===== src/rtl/pdcr_params.svh =====
// register offsets, field positions, reset values and widths
// of the peripheral dma channel register block
`ifndef PDCR_PARAMS_SVH
`define PDCR_PARAMS_SVH

`define PDCR_OFF_RX_PTR    12'h100
`define PDCR_OFF_RX_CNT    12'h104
`define PDCR_OFF_TX_PTR    12'h108
`define PDCR_OFF_TX_CNT    12'h10C
`define PDCR_OFF_RXN_PTR   12'h110
`define PDCR_OFF_RXN_CNT   12'h114
`define PDCR_OFF_TXN_PTR   12'h118
`define PDCR_OFF_TXN_CNT   12'h11C
`define PDCR_OFF_CTRL      12'h120
`define PDCR_OFF_STAT      12'h124
`define PDCR_OFF_MODE      12'h128
`define PDCR_OFF_FLAGS     12'h12C

`define PDCR_BIT_RX_ON     0
`define PDCR_BIT_RX_OFF    1
`define PDCR_BIT_TX_ON     8
`define PDCR_BIT_TX_OFF    9

`define PDCR_BIT_HALF      0
`define PDCR_BIT_SIZE_LO   1
`define PDCR_BIT_SIZE_HI   2

`define PDCR_BIT_RX_END    0
`define PDCR_BIT_RX_FULL   1
`define PDCR_BIT_TX_END    2
`define PDCR_BIT_TX_EMPTY  3

`define PDCR_CNT_W         16
`define PDCR_PTR_RST       32'h0000_0000
`define PDCR_CNT_RST       16'h0000

`endif


===== src/rtl/pdcr_pkg.sv =====
// types shared by the peripheral dma channel register block
// assumes the params header is on the include path
package pdcr_pkg;
  typedef enum logic [1:0] {
    PDCR_UNIT_BYTE,
    PDCR_UNIT_HALF,
    PDCR_UNIT_WORD,
    PDCR_UNIT_RSVD
  } pdcr_unit_t;

  typedef enum {
    PDCR_IDLE,
    PDCR_REQ
  } pdcr_xfer_t;

  typedef struct packed {
    logic [31:0] addr;
    logic [15:0] count;
    logic [31:0] nxt_addr;
    logic [15:0] nxt_count;
  } pdcr_chan_t;
endpackage : pdcr_pkg


===== src/rtl/pdcr_chan.sv =====
// one direction of the channel: pointers, counters and bus request
// assumes the bus matrix holds grant high for exactly one done pulse
`timescale 1ns/1ps
`default_nettype none
`include "pdcr_params.svh"
module pdcr_chan
  import pdcr_pkg::*;
(
  input  wire logic        sys_clk,
  input  wire logic        arst_n,
  input  wire logic        enable,
  input  wire logic        ready,
  input  wire logic [1:0]  unit,
  input  wire logic        wr_ptr,
  input  wire logic        wr_cnt,
  input  wire logic        wr_nptr,
  input  wire logic        wr_ncnt,
  input  wire logic [31:0] wdata,
  input  wire logic        done,
  output var  logic        req,
  output var  pdcr_chan_t  chan,
  output var  logic        end_pulse,
  output var  logic        last_pulse
);
  typedef struct packed {
    pdcr_chan_t c;
    pdcr_xfer_t st;
    logic       endp;
    logic       lastp;
  } pdcr_cst_t;

  pdcr_cst_t s_reg;
  pdcr_cst_t s_next;
  logic [31:0] step;

  always_comb
  begin
    case (unit)
      2'h0:    step = 32'h0000_0001;
      2'h1:    step = 32'h0000_0002;
      default: step = 32'h0000_0004;
    endcase
    s_next = s_reg;
    s_next.endp = 1'b0;
    s_next.lastp = 1'b0;
    case (s_reg.st)
      PDCR_IDLE:
        if (enable && ready && s_reg.c.count != `PDCR_CNT_RST)
          s_next.st = PDCR_REQ;
      PDCR_REQ:
        if (done)
        begin
          s_next.st = PDCR_IDLE;
          s_next.c.addr = s_reg.c.addr + step;
          s_next.c.count = s_reg.c.count - 16'h0001;
          if (s_reg.c.count == 16'h0001)
          begin
            s_next.endp = 1'b1;
            if (s_reg.c.nxt_count != `PDCR_CNT_RST)
            begin
              s_next.c.addr = s_reg.c.nxt_addr;
              s_next.c.count = s_reg.c.nxt_count;
              s_next.c.nxt_addr = `PDCR_PTR_RST;
              s_next.c.nxt_count = `PDCR_CNT_RST;
            end
            else
              s_next.lastp = 1'b1;
          end
        end
        else if (!enable)
          s_next.st = PDCR_IDLE;
      default: s_next.st = PDCR_IDLE;
    endcase
    // software writes override the engine in the same cycle
    if (wr_ptr)
      s_next.c.addr = wdata;
    if (wr_cnt)
      s_next.c.count = wdata[15:0];
    if (wr_nptr)
      s_next.c.nxt_addr = wdata;
    if (wr_ncnt)
      s_next.c.nxt_count = wdata[15:0];
  end

  always_ff @(posedge sys_clk or negedge arst_n)
  begin
    if (!arst_n)
    begin
      s_reg.c.addr      <= `PDCR_PTR_RST;
      s_reg.c.count     <= `PDCR_CNT_RST;
      s_reg.c.nxt_addr  <= `PDCR_PTR_RST;
      s_reg.c.nxt_count <= `PDCR_CNT_RST;
      s_reg.st          <= PDCR_IDLE;
      s_reg.endp        <= 1'b0;
      s_reg.lastp       <= 1'b0;
    end
    else
      s_reg <= s_next;
  end

  assign req = (s_reg.st == PDCR_REQ);
  assign chan = s_reg.c;
  assign end_pulse = s_reg.endp;
  assign last_pulse = s_reg.lastp;
endmodule : pdcr_chan
`default_nettype wire


===== src/rtl/pdcr_top.sv =====
// peripheral dma channel registers with apb slave and two engines
// assumes synchronous peripheral ready inputs and a bus matrix grant
//
// The register addresses and the APB register port were chosen for this implementation.
`timescale 1ns/1ps
`default_nettype none
`include "pdcr_params.svh"
module pdcr_top
  import pdcr_pkg::*;
(
  input  wire logic        sys_clk,
  input  wire logic        arst_n,
  input  wire logic        psel,
  input  wire logic        penable,
  input  wire logic        pwrite,
  input  wire logic [11:0] paddr,
  input  wire logic [31:0] pwdata,
  output logic      [31:0] prdata,
  output logic             pready,
  output logic             pslverr,
  input  wire logic        rx_ready,
  input  wire logic        tx_ready,
  input  wire logic        rx_done,
  input  wire logic        tx_done,
  output logic             rx_req,
  output logic             tx_req,
  output logic      [31:0] rx_addr,
  output logic      [31:0] tx_addr,
  output logic             rx_end_flag,
  output logic             rx_buffers_full_flag,
  output logic             tx_end_flag,
  output logic             tx_buffers_empty_flag
);
  typedef struct packed {
    logic        rx_on;
    logic        tx_on;
    logic        half;
    logic [1:0]  unit;
    logic [3:0]  flags;
    logic [31:0] rdata;
    logic        rdy;
    logic        err;
    logic        rxr;
    logic        txr;
    logic [31:0] rxa;
    logic [31:0] txa;
  } pdcr_top_t;

  pdcr_top_t s_reg;
  pdcr_top_t s_next;

  logic       acc;
  logic       wr;
  logic       hit;
  logic       w_rp;
  logic       w_rc;
  logic       w_tp;
  logic       w_tc;
  logic       w_rnp;
  logic       w_rnc;
  logic       w_tnp;
  logic       w_tnc;
  logic       rx_q;
  logic       tx_q;
  logic       rx_e;
  logic       rx_l;
  logic       tx_e;
  logic       tx_l;
  logic       tx_en_eff;
  logic       tx_rdy_eff;
  logic       tx_done_eff;
  pdcr_chan_t rxc;
  pdcr_chan_t txc;

  // write strobes fire on the first access phase cycle, the cycle before pready is high
  assign acc = psel && penable && !s_reg.rdy;
  assign wr  = acc && pwrite;

  // in half duplex the transmit engine owns the single shared
  // register set, so receive-side writes are steered onto it
  assign w_rp  = wr && paddr == `PDCR_OFF_RX_PTR && !s_reg.half;
  assign w_rc  = wr && paddr == `PDCR_OFF_RX_CNT && !s_reg.half;
  assign w_rnp = wr && paddr == `PDCR_OFF_RXN_PTR && !s_reg.half;
  assign w_rnc = wr && paddr == `PDCR_OFF_RXN_CNT && !s_reg.half;
  assign w_tp  = wr && (paddr == `PDCR_OFF_TX_PTR ||
                 (s_reg.half && paddr == `PDCR_OFF_RX_PTR));
  assign w_tc  = wr && (paddr == `PDCR_OFF_TX_CNT ||
                 (s_reg.half && paddr == `PDCR_OFF_RX_CNT));
  assign w_tnp = wr && (paddr == `PDCR_OFF_TXN_PTR ||
                 (s_reg.half && paddr == `PDCR_OFF_RXN_PTR));
  assign w_tnc = wr && (paddr == `PDCR_OFF_TXN_CNT ||
                 (s_reg.half && paddr == `PDCR_OFF_RXN_CNT));

  // half duplex: one engine moves data in whichever direction is on
  assign tx_en_eff   = s_reg.half ? (s_reg.rx_on || s_reg.tx_on)
                                  : s_reg.tx_on;
  assign tx_rdy_eff  = s_reg.half ? (s_reg.rx_on ? rx_ready : tx_ready)
                                  : tx_ready;
  assign tx_done_eff = s_reg.half ? (s_reg.rx_on ? rx_done : tx_done)
                                  : tx_done;

  pdcr_chan u_rx (
    .sys_clk    (sys_clk),
    .arst_n     (arst_n),
    .enable     (s_reg.rx_on && !s_reg.half),
    .ready      (rx_ready),
    .unit       (s_reg.unit),
    .wr_ptr     (w_rp),
    .wr_cnt     (w_rc),
    .wr_nptr    (w_rnp),
    .wr_ncnt    (w_rnc),
    .wdata      (pwdata),
    .done       (rx_done),
    .req        (rx_q),
    .chan       (rxc),
    .end_pulse  (rx_e),
    .last_pulse (rx_l)
  );

  pdcr_chan u_tx (
    .sys_clk    (sys_clk),
    .arst_n     (arst_n),
    .enable     (tx_en_eff),
    .ready      (tx_rdy_eff),
    .unit       (s_reg.unit),
    .wr_ptr     (w_tp),
    .wr_cnt     (w_tc),
    .wr_nptr    (w_tnp),
    .wr_ncnt    (w_tnc),
    .wdata      (pwdata),
    .done       (tx_done_eff),
    .req        (tx_q),
    .chan       (txc),
    .end_pulse  (tx_e),
    .last_pulse (tx_l)
  );

  always_comb
  begin
    s_next = s_reg;
    s_next.rdy = acc;
    s_next.err = 1'b0;
    hit = 1'b1;
    s_next.rdata = 32'h0000_0000;
    if (acc)
    begin
      case (paddr)
        `PDCR_OFF_RX_PTR:  s_next.rdata = s_reg.half ? txc.addr : rxc.addr;
        `PDCR_OFF_TX_PTR:  s_next.rdata = txc.addr;
        `PDCR_OFF_RX_CNT:
          s_next.rdata = {16'h0000, s_reg.half ? txc.count : rxc.count};
        `PDCR_OFF_TX_CNT:  s_next.rdata = {16'h0000, txc.count};
        `PDCR_OFF_RXN_PTR:
          s_next.rdata = s_reg.half ? txc.nxt_addr : rxc.nxt_addr;
        `PDCR_OFF_TXN_PTR: s_next.rdata = txc.nxt_addr;
        `PDCR_OFF_RXN_CNT:
          s_next.rdata = {16'h0000,
                          s_reg.half ? txc.nxt_count : rxc.nxt_count};
        `PDCR_OFF_TXN_CNT: s_next.rdata = {16'h0000, txc.nxt_count};
        `PDCR_OFF_CTRL:    s_next.rdata = 32'h0000_0000;
        `PDCR_OFF_STAT:
        begin
          s_next.rdata[`PDCR_BIT_RX_ON] = s_reg.rx_on;
          s_next.rdata[`PDCR_BIT_TX_ON] = s_reg.tx_on;
        end
        `PDCR_OFF_MODE:
          s_next.rdata = {29'h0000_0000, s_reg.unit, s_reg.half};
        `PDCR_OFF_FLAGS:   s_next.rdata = {28'h000_0000, s_reg.flags};
        default:           hit = 1'b0;
      endcase
      s_next.err = !hit;
      if (pwrite)
        s_next.rdata = 32'h0000_0000;
    end
    if (wr && paddr == `PDCR_OFF_CTRL)
    begin
      if (pwdata[`PDCR_BIT_TX_ON] && !(s_reg.half && s_reg.rx_on))
        s_next.tx_on = 1'b1;
      if (pwdata[`PDCR_BIT_RX_ON] && !pwdata[`PDCR_BIT_RX_OFF])
      begin
        s_next.rx_on = 1'b1;
        if (s_reg.half)
          s_next.tx_on = 1'b0;
      end
      if (pwdata[`PDCR_BIT_RX_OFF])
      begin
        s_next.rx_on = 1'b0;
        if (s_reg.half)
          s_next.tx_on = 1'b0;
      end
      if (pwdata[`PDCR_BIT_TX_OFF])
      begin
        s_next.tx_on = 1'b0;
        if (s_reg.half)
          s_next.rx_on = 1'b0;
      end
    end
    // mode only changes while both directions are idle
    if (wr && paddr == `PDCR_OFF_MODE && !s_reg.rx_on && !s_reg.tx_on)
    begin
      s_next.half = pwdata[`PDCR_BIT_HALF];
      s_next.unit = pwdata[`PDCR_BIT_SIZE_HI:`PDCR_BIT_SIZE_LO];
    end
    // nonzero count writes clear flags; a same-cycle set still wins
    if ((w_rc && pwdata[15:0] != 16'h0000) ||
        (w_rnc && pwdata[15:0] != 16'h0000))
    begin
      s_next.flags[`PDCR_BIT_RX_END] = 1'b0;
      s_next.flags[`PDCR_BIT_RX_FULL] = 1'b0;
    end
    if ((w_tc && pwdata[15:0] != 16'h0000) ||
        (w_tnc && pwdata[15:0] != 16'h0000))
    begin
      s_next.flags[`PDCR_BIT_TX_END] = 1'b0;
      s_next.flags[`PDCR_BIT_TX_EMPTY] = 1'b0;
    end
    if (rx_e)
      s_next.flags[`PDCR_BIT_RX_END] = 1'b1;
    if (rx_l)
      s_next.flags[`PDCR_BIT_RX_FULL] = 1'b1;
    if (tx_e)
      s_next.flags[`PDCR_BIT_TX_END] = 1'b1;
    if (tx_l)
      s_next.flags[`PDCR_BIT_TX_EMPTY] = 1'b1;
    s_next.rxr = rx_q || (s_reg.half && s_reg.rx_on && tx_q);
    s_next.txr = tx_q && !(s_reg.half && s_reg.rx_on);
    s_next.rxa = s_reg.half ? txc.addr : rxc.addr;
    s_next.txa = txc.addr;
  end

  always_ff @(posedge sys_clk or negedge arst_n)
  begin
    if (!arst_n)
    begin
      s_reg.rx_on <= 1'b0;
      s_reg.tx_on <= 1'b0;
      s_reg.half  <= 1'b0;
      s_reg.unit  <= 2'h0;
      s_reg.flags <= 4'h0;
      s_reg.rdata <= 32'h0000_0000;
      s_reg.rdy   <= 1'b0;
      s_reg.err   <= 1'b0;
      s_reg.rxr   <= 1'b0;
      s_reg.txr   <= 1'b0;
      s_reg.rxa   <= `PDCR_PTR_RST;
      s_reg.txa   <= `PDCR_PTR_RST;
    end
    else
      s_reg <= s_next;
  end

  assign prdata  = s_reg.rdata;
  assign pready  = s_reg.rdy;
  assign pslverr = s_reg.err;
  assign rx_req  = s_reg.rxr;
  assign tx_req  = s_reg.txr;
  assign rx_addr = s_reg.rxa;
  assign tx_addr = s_reg.txa;
  assign rx_end_flag           = s_reg.flags[`PDCR_BIT_RX_END];
  assign rx_buffers_full_flag  = s_reg.flags[`PDCR_BIT_RX_FULL];
  assign tx_end_flag           = s_reg.flags[`PDCR_BIT_TX_END];
  assign tx_buffers_empty_flag = s_reg.flags[`PDCR_BIT_TX_EMPTY];
endmodule : pdcr_top
`default_nettype wire


===== config.mk =====
export PLATFORM = sky130hd
export DESIGN_NAME = pdcr_top
export DESIGN_NICKNAME = d
export VERILOG_FILES = /design/src/rtl/pdcr_pkg.sv /design/src/rtl/pdcr_chan.sv /design/src/rtl/pdcr_top.sv
export VERILOG_INCLUDE_DIRS = /design/src /design/src/rtl
export SDC_FILE = /design/constraint.sdc
export NUM_CORES = 1
export LEC_CHECK = 0
export BUFFER_PORTS_ARGS = -buffer_cell sky130_fd_sc_hd__buf_2
export CELL_PAD_IN_SITES_DETAIL_PLACEMENT = 2
export CELL_PAD_IN_SITES_GLOBAL_PLACEMENT = 2
export CORE_ASPECT_RATIO = 1.75
export CORE_MARGIN = 3
export CORE_UTILIZATION = 38
export DETAILED_ROUTE_END_ITERATION = 7
export PLACE_DENSITY_LB_ADDON = 0.25
export SLEW_MARGIN = 20
export SYNTH_ARGS = -nofsm -noshare
export SYNTH_HDL_FRONTEND = slang
export SYNTH_SLANG_ARGS = --single-unit

===== constraint.sdc =====
create_clock -name sys_clk -period 3.2 [get_ports sys_clk]
set_input_delay 0.16 -clock sys_clk [delete_from_list [all_inputs] [get_ports sys_clk]]
set_output_delay 0.16 -clock sys_clk [all_outputs]
set_load 0.005 [all_outputs]

# Yosys cells after proc, flatten, opt, wreduce, memory -nomap -nowiden
# Cells that the tools add are included.
classes:
  add_sub_neg: 4
  mux: 64
  eq_ne: 23
  reduce_logical: 99
op_table:
  columns: ["op", "n"]
  rows:
  - ["2-to-1 mux 96 bit", 8]
  - ["2-to-1 mux 32 bit", 14]
  - ["one-hot mux 23 bit (8 select lines)", 1]
  - ["== test 12 x 9 -> 1 bit (second input constant)", 12]
  - ["one-hot mux 32 bit (2 select lines)", 2]
  - ["2-to-1 mux 16 bit", 6]
  - ["nonzero test 16 bit", 5]
  - ["one-hot mux 7 bit (10 select lines)", 1]
  - ["adder 32 x 3 -> 32 bit", 2]
  - ["== test 32 x 1 -> 1 bit (second input constant)", 2]
  - ["== test 32 x 2 -> 1 bit (second input constant)", 2]
  - ["logical NOT 32 bit", 2]
  - ["nonzero test 2 bit", 28]
  - ["logical AND 1 bit", 37]
  - ["== test 16 x 1 -> 1 bit (second input constant)", 2]
  - ["subtractor 16 x 1 -> 16 bit (second input constant)", 2]
  - ["2-to-1 mux 2 bit", 11]
  - ["2-to-1 mux 1 bit", 18]
  - ["AND reduction 4 bit", 4]
  - ["AND reduction 2 bit", 6]
  - ["OR reduction 12 bit", 1]
  - ["one-hot mux 1 bit (11 select lines)", 1]
  - ["one-hot mux 1 bit (9 select lines)", 1]
  - ["logical OR 1 bit", 8]
  - ["6 further kinds", 14]
word_totals:
  elab_cells: 219
  output_inout_bits: 104
  reg_bits: 369
  input_bits: 53

# Logic depth before layout (Yosys ltp)
# Gate-level depths: netlist of run 1.
depth:
  depth_word: 10
  ltp_mapped: 12
  ltp_nobuf: 9

# By module
# From an unflattened synthesis of run 1, not the netlist that was laid out.
unflattened:
  hier_cells: 1850
  area_unflattened_um2: 17371.7
modules_own_cells:
  columns: ["module", "cells_each", "area_per_inst_um2", "n_inst", "seq_area_each_um2"]
  rows:
  - ["pdcr_top", 598, 6303.5, 1, 2727.6]
  - ["pdcr_chan (u_tx)", 614, 5556.6, 1, 2477.4]
  - ["pdcr_chan (u_rx)", 638, 5511.5, 1, 2477.4]

# Least setup slack after synthesis of run 1
# OpenSTA, ideal clock, no wires.
synth_timing:
  kind: "register to register"
  start: "register s_reg[105] (netlist name)"
  end: "register u_tx.s_reg, in the netlist u_tx.chan[94]"
  t_arrival_ns: 2.713
  path_slack_ns: 0.357
  path_buffers: 3
  setup_time_ns: 0.130
  synth_period_minus_slack_ns: 2.843
  t_required_ns: 3.070
  stages_incl_launch_ff: 13
  cell_sequence: "dfrtp_1 clkbuf_1 clkbuf_1 nand2b_1 xnor2_1 ha_1 a211oi_1 or4_1 clkbuf_1 o41ai_1 nand3_1 o211ai_1 nand3_1"
synth_via:
  elab_chain_len: 8
  elab_cells_between_ends: 9
  cone_classes: "add/sub (1); eq/ne (1); mux (6); reduce/logical (1)"
synth_rtl:
  columns: ["item", "line_no", "text"]
  rows:
  - ["== test 2 x 1 -> 1 bit / logical NOT 2 bit (equally long branches)", "pdcr_chan.sv:38", "case (unit)"]
  - ["one-hot mux 3 bit (2 select lines) (*)", "pdcr_chan.sv:38", null]
  - ["adder 32 x 3 -> 32 bit (*)", "pdcr_chan.sv:54", "s_next.c.addr = s_reg.c.addr + step;"]
  - ["2-to-1 mux 96 bit", "pdcr_chan.sv:59", "if (s_reg.c.nxt_count != `PDCR_CNT_RST)"]
  - ["2-to-1 mux 96 bit (*)", "pdcr_chan.sv:56", "if (s_reg.c.count == 16'h0001)"]
  - ["2-to-1 mux 96 bit (*)", "pdcr_chan.sv:51", "if (done)"]
  - ["2-to-1 mux 96 bit (*)", "pdcr_chan.sv:46", "case (s_reg.st)"]
  - ["2-to-1 mux 32 bit (*)", "pdcr_chan.sv:75", "if (wr_ptr)"]
  - ["end signal: assignment", "pdcr_chan.sv:98", "s_reg <= s_next;"]
  - ["end: declaration", "pdcr_chan.sv:32", "pdcr_cst_t s_reg;"]
# Every way passes the cells marked *; elsewhere a longest branch is shown, timed or not. The select of a mux whose other input is x is not followed.
# A chain may end at the register's enable or synchronous reset.

# Final worst setup path of run 1
layout_timing:
  start: "register u_tx.s_reg, in the netlist u_tx.chan[58]"
  end: "register u_tx.s_reg, in the netlist u_tx.chan[75]"
layout_via:
  elab_chain_len: 5
layout_rtl:
  columns: ["item", "line_no"]
  rows:
  - ["== test 16 x 1 -> 1 bit", "pdcr_chan.sv:56"]
  - ["2-to-1 mux 96 bit", "pdcr_chan.sv:56"]
  - ["2-to-1 mux 96 bit", "pdcr_chan.sv:51"]
  - ["2-to-1 mux 96 bit", "pdcr_chan.sv:46"]
  - ["2-to-1 mux 32 bit", "pdcr_chan.sv:75"]
# No other way between the ends. The select of a mux whose other input is x is not followed.

==> results of run 1 <==
[worst paths after layout]
kind / start / endpoint / slack (ps) / cells after the start
setup / recovery: u_tx.chan[58]$_DFFE_PN0P_ / u_tx.chan[75]$_DFFE_PN0P_ / 180 / 6
hold reg to reg: u_rx.end_pulse$_DFF_PN0_ / rx_end_flag$_DFFE_PN0P_ / 440 / 1
setup reg to reg: u_tx.chan[58]$_DFFE_PN0P_ / u_tx.chan[75]$_DFFE_PN0P_ / 180 / 6
max in group asynchronous: arst_n / u_tx.chan[34]$_DFFE_PN0P_ / 2060 / 3
hold / removal: pwdata[14] / u_tx.chan[62]$_DFFE_PN0P_ / 40 / 3
min in group asynchronous: arst_n / tx_addr[31]$_DFF_PN0_ / 240 / 2
[tightest hold or removal path, delay by kind of cell]
family | cells | cell delay [ps]
and+or+nand+nor | 2 | 180
buffers and inverters | 1 | 230
[where the power goes]
group,leakage (uW),internal (uW),switching (uW)
Clock,0.000524,2290,1670
Sequential,0.00425,3890,10.3
Combinational,0.00431,109,302
Total,0.00908,6290,1980
[cell type report]
class                           instances  area [um2]
Clock buffer                           42         867
Inverter                               17        63.8
Fill cell                            4793       25000
Clock inverter                         14         204
Timing Repair Buffer                  276        1810
Multi-Input combinational cell       1239        8030
Tap cell                              572         716
Sequential cell                       307        7680
[cell families after synthesis]
group / share of synthesized area (%)
buf+inv: 8.44
fa+ha+maj: 0.731
compound gates: 19.7
xor+xnor: 3.89
simple gates: 17.2
mux: 5.20
flops: 44.9
[layer usage]
layer,vias to the layer above,track usage [%]
met5,-,0
met4,0,30.1
met3,306,4.22
met2,715,61.1
met1,8234,35.3
li1,6637,-
[through the flow]
stage / total power, uW / instance area, um2 / setup slack (ps) / instances / hold WS (ps)
2_1_floorplan: 4090 / 17100 / 357 / 1814 / -136
3_3_place_gp: 4340 / 18100 / 311 / 2388 / 315
3_5_place_dp: 4350 / 18100 / 242 / 2388 / 318
4_1_cts: 8330 / 19400 / 42.1 / 2467 / 3.14
5_1_grt: 8500 / 19400 / 44.3 / 2467 / 25.1
6_report: 8270 / 19400 / 182 / 2467 / 38.6
[synthesized netlist by cell type (all sizes together) (5+ instances only)]
cell type / number / area (um2)
a22oi: 14 / 105
and4: 8 / 70.1
mux2: 47 / 529
a221oi: 5 / 43.8
mux2i: 27 / 270
nand2: 122 / 460
o21ai: 141 / 706
or4: 10 / 78.8
nor3: 36 / 223
or3: 10 / 67.6
a31oi: 16 / 100
xor2: 28 / 245
and2: 10 / 62.6
a21o: 10 / 75.1
nand2b: 8 / 52.6
o211ai: 12 / 90.1
buf: 140 / 962
nand3: 66 / 330
a222oi: 20 / 200
a21oi: 122 / 618
a22o: 105 / 920
xnor2: 48 / 420
o22ai: 9 / 56.3
inv: 16 / 60.1
a211o: 8 / 70.1
nor2: 138 / 526
nor4: 35 / 231
and3: 73 / 462
a221o: 6 / 60.1
nand4: 32 / 200
clkbuf: 111 / 418
dfrtp: 307 / 7680
ha: 10 / 125
[repair_timing]
item / CTS / global route
hold endpoints to repair: 159 / 0
endpoints found under the setup margin: 0 / 44
hold buffers: 23 / 0
resized for setup: 0 / 1
==> metrics.md, run 1 <==
| Metric | Value |
|---|---|
| Row count | 102 |
| Die Area | 47700 um2 |
| Cell Pwr Density | 427 nW/um2 |
| Nets | 1934 |
| CP bufs+invs | 1 |
| Starting Density | 38.5% |
| Critical Path End Type | flop |
| Highest routing layer actually used | met4 |
| H-tree depth | 1 |
| F_max | 0.331 GHz |
| Total global routing overflow | 0 |
| Clock Path Buffers | 3 |
| Routed Antenna Nets | 0 |
| Area growth from synthesis to layout | 13.3% |
| Mapped cell area | 17100 um2 |
| Worst path cell trace | or4_1 -> nor4_2 -> nand2_2 -> buf_4 -> o21ai_0 -> o21ai_1 |
| Port Buffers | 156 |
| Rel. slew slack | 35.1% |
| Ys Warns | 0 |
| Largest net degree at the start of global routing | 107 |
| First-pass GRT wire length | 122000 um |
| Worst Path Arrival | 3470 ps |
| Initial antenna violation count | 0 |
| RSZ-0062 raised after global routing | false |
| Total core area | 44400 um2 |
| Metal-1 WL | 27700 um |
| Vias/cell | 6.44 |
| Final WL | 83500 um |
| CTS sink count | 307 |
| Synth unique cells | 77 |
| Status | complete, no violations |
| Fin Clk Skew | 16.8 ps |
| Cell count after synthesis | 1814 |
| Vias | 15892 |
| Most common cell after layout, fill and taps aside | dfrtp_1 |
| Post-Syn Area per Cell | 9.43 um2 |
| Gpl congestion | 1.03 |
| I/O pin total | 157 |
| Share of cells above drive strength 1 | 20.7% |
| CP delay by family, top | simple AND/OR/NAND/NOR gates |
| Most used DFF post-synth | dfrtp_1 |
| Commonest cells after routing, fill and taps aside | dfrtp_1, buf_2, nor2_1 |
| Starting DRT DRC Count | 1466 |
| Worst Path Max Fanout | 19 |
| Remaining DRCs | 0 |
| WL met3 | 4080 um |
| Clock root buffer | clkbuf_16 |
| Maximum Capacitance Violations | 0 |
| Finished Core Util | 43.6% |
| Fin. max-slew vios | 0 |
| CP Class | reg -> reg |
| CP max stage delay | 720 ps |
| Synthesized flop and latch total | 307 |
| Routed WL per cell | 33.8 um |
| Final hold vios | 0 |
| Vias in the first global route | 17568 |
| Die H | 287 um |
| CP required | 3660 ps |
| DP HPWL | 60500 um |
| Synth async-reset ratio | 100% |
| Antenna cells | 0 |
| Final Cycle Share | 94.3% |
| Met2 routed WL | 42400 um |
| Launching element type of the critical path | flop |
| Syn nets | 1877 |
| Leakage | 0.00908 uW |
| DR pass1 iterations | 5 |
| Die width | 166 um |
| Clk_lat worst skew | 580 ps |
| VDD IR max | 0.425 mV |
| Number of CTS-inserted buffers | 30 |
| CTS clk-pin slew, worst paths | 70 ps |
| Postcts setup bufs | 0 |
| Slowest-stage cell, CP | or4_1 |
| EDFF count, synth | 0 |
| Global Route Usage Sum | 34.4% |
| Final setup violation count | 0 |
| CTS tree | built |
| Hold Path Class | in -> reg |
| Slew @ Worst Pin | 973 ps |
| Setup TNS | 0 ps |
| Register area share after synthesis | 44.9% |
| Period minus WS final | 3020 ps |
(Power assumes the default switching activity.)
==> inputs of run 2 (changes only) <==
ABC_AREA = 1   (was default)
CORE_UTILIZATION = 34   (was 38)
==> run 2 against run 1 <==
Sequential power is 49% higher. Clock power is 12% higher. Combinational power grew to 11 times the previous value. Clock-buffer cell count is 10 higher. Setup slack better by 140 ps. Sequential share of layout area is 3.0 points lower. Die area is 20% higher. Register-to-register slack better by 240 ps. Clock skew is 6.4 ps higher. Critical endpoint is now u_rx.chan[55]$_DFFE_PN0P_. Largest cell class unchanged.
==> metrics.md, run 2 <==
| Metric | Value |
|---|---|
| Worst Path Max Fanout | 19 |
| Most common cell after layout, fill and taps aside | nand2_1 |
| Status | complete, no violations |
| Final hold vios | 0 |
| Die width | 182 um |
| Area growth from synthesis to layout | 13.8% |
| Starting Density | 34.5% |
| Commonest cells after routing, fill and taps aside | nand2_1, nand3_1, inv_1 |
| Gpl congestion | 0.975 |
| CTS clk-pin slew, worst paths | 60 ps |
| Port Buffers | 156 |
| Die H | 314 um |
| Die Area | 57100 um2 |
| Syn nets | 2714 |
| Maximum Capacitance Violations | 0 |
| Share of cells above drive strength 1 | 11.1% |
| Hold Path Origin | pwdata[23] |
| Most frequent cells after synthesis | nand2_1, nand3_1, inv_1 |
| Number of CTS-inserted buffers | 35 |
| Worst Hold End | u_tx.chan[87]$_DFFE_PN0P_ |
| Row count | 112 |
| Ys Warns | 0 |
| Worst Path Arrival | 3300 ps |
| Synth async-reset ratio | 100% |
| Synth top area share | 41.7% |
| R2r endpoint | u_tx.chan[88]$_DFFE_PN0P_ |
| Vias in the first global route | 22124 |
| RR Startpoint | s_reg[105]$_DFFE_PN0P_ |
| Nets | 2802 |
| Total core area | 53400 um2 |
| CTS tree | built |
| Most used DFF post-synth | dfrtp_1 |
| Cell Pwr Density | 697 nW/um2 |
| Antenna cells | 0 |
| Slew @ Worst Pin | 850 ps |
| DP HPWL | 75700 um |
| Final Non-Filler Cells | 3446 |
| H-tree depth | 2 |
| Total global routing overflow | 0 |
| Launching element type of the critical path | input port |
| First-pass GRT wire length | 144000 um |
| Top post-synthesis cells by area | dfrtp_1, nand2_1, nand3_1 |
| Worst-case reg-to-reg path depth | 15 |
| Rel. slew slack | 43.2% |
| F_max | 0.348 GHz |
| Leakage | 0.0106 uW |
| Cell count after synthesis | 2651 |
| Clock Path Buffers | 3 |
| Largest net degree at the start of global routing | 76 |
| Vias | 19604 |
| Reg2reg setup slack | 420 ps |
| Synthesized flop and latch total | 307 |
| Remaining DRCs | 0 |
| CP Class | in -> reg |
| Hold Path Class | in -> reg |
| Critical Path End Type | flop |
| Top-count cell post-synth | nand2_1 |
| Vias/cell | 5.69 |
| Initial antenna violation count | 3 |
| Placed cells | 3355 |
| Setup TNS | 0 ps |
| Routed WL per cell | 28.4 um |
| DR pass1 iterations | 5 |
| RSZ-0062 raised after global routing | false |
| Clock root buffer | clkbuf_16 |
| Setup crit start | penable |
| Postcts setup bufs | 0 |
| Total power | 14600 uW |
| Synth unique cells | 36 |
| Post-synth top area cell | dfrtp_1 |
| Final Cycle Share | 89.8% |
| CTS sink count | 307 |
| Routed Antenna Nets | 0 |
| Global Route Usage Sum | 33.9% |
| Hold Path Stages | 5 |
| Post-Syn Area per Cell | 6.95 um2 |
| I/O pin total | 157 |
| Clk_lat worst skew | 550 ps |
| Mapped cell area | 18400 um2 |
| Final setup violation count | 0 |
| Period minus WS final | 2870 ps |
| VDD IR max | 0.389 mV |
| Fin Clk Skew | 23.2 ps |
| Register area share after synthesis | 41.7% |
| Starting DRT DRC Count | 1154 |
| Fin. max-slew vios | 0 |
| Final WL | 97800 um |
| Number of fill cells | 6478 |
| EDFF count, synth | 0 |
| CP required | 3630 ps |
==> run 2: cell count changes after synthesis, sizes merged, moves of 72 or more <==
| cell | change |
|---|---|
| nor2 | +162 |
| o22ai | +105 |
| a21oi | -84 |
| a22o | -105 |
| and3 | -72 |
| inv | +333 |
| nand2 | +576 |
| nand3 | +283 |
==> run 2: critical path, cell delays in order <==
cell and delay [ps]:
dlygate4sd3_1 520, buf_2 100, nand2_1 60, dlygate4sd3_1 580, nor2_2 130, nand2_1 150
nor2_2 220, inv_1 100, nor2_2 260, inv_2 240, nand2_1 450, o22ai_1 170
inv_1 90, o21ai_0 70
==> run 2: kinds of logic after synthesis <==
family	count (synthesis)	synth area share [%]
adder cells (fa/ha/maj)	10	0.679
AO/OA/AOI/OAI	346	10.5
AND/OR/NAND/NOR	1426	32.8
XOR/XNOR	13	0.618
buffers and inverters	549	13.7
flip-flops	307	41.7
==> run 2: worst max path at each step <==
stage / depth (start not counted) / to
3_3_place_gp: 11 / u_tx.chan[2]$_DFFE_PN0P_
6_report: 14 / u_rx.chan[55]$_DFFE_PN0P_
2_1_floorplan: 15 / u_tx.chan[74]$_DFFE_PN0P_
4_1_cts: 14 / u_rx.chan[55]$_DFFE_PN0P_
3_5_place_dp: 11 / u_tx.chan[2]$_DFFE_PN0P_
5_1_grt: 14 / u_rx.chan[55]$_DFFE_PN0P_
==> run 2: timing repair <==
| item | CTS | global route |
|---|---|---|
| hold buffers | 31 | 0 |
| gates resized for setup | 0 | 0 |
| endpoints found under the hold margin | 109 | 0 |
==> run 2: power breakdown <==
group          total [uW]  internal, uW  switching [uW]
Sequential           5830          4770            1060
Combinational        4370          1330            3040
Clock                4420          2620            1800
==> run 2: stage by stage <==
stage          util, %  area (um2)  worst slack, ps  hold WS (ps)
6_report          39.2       21000              326          3.09
3_3_place_gp      36.4       19400              569           198
4_1_cts           39.2       21000              365         0.312
3_5_place_dp      36.4       19400              447           207
5_1_grt           39.2       21000             68.5          21.6
2_1_floorplan        -       18400             1260          -136
==> run 2: layer usage <==
layer | routed length [um] | global-route usage, %
met4 | 12000 | 32.7
met3 | 3310 | 3.57
met1 | 32700 | 32.9
met5 | 13 | 0
met2 | 49700 | 61.2
==> run 2: cell type report <==
cell class              instances  area, um2  share of cell area [%]
flip-flops and latches        307       7690                    36.7
inverters                     351       1320                    6.29
multi-input cells            1795       8240                    39.3
repair buffers                249       1640                    7.83
well taps                     684        856                    4.08
clock inverters                 8        150                   0.717
clock buffers                  52       1060                    5.07
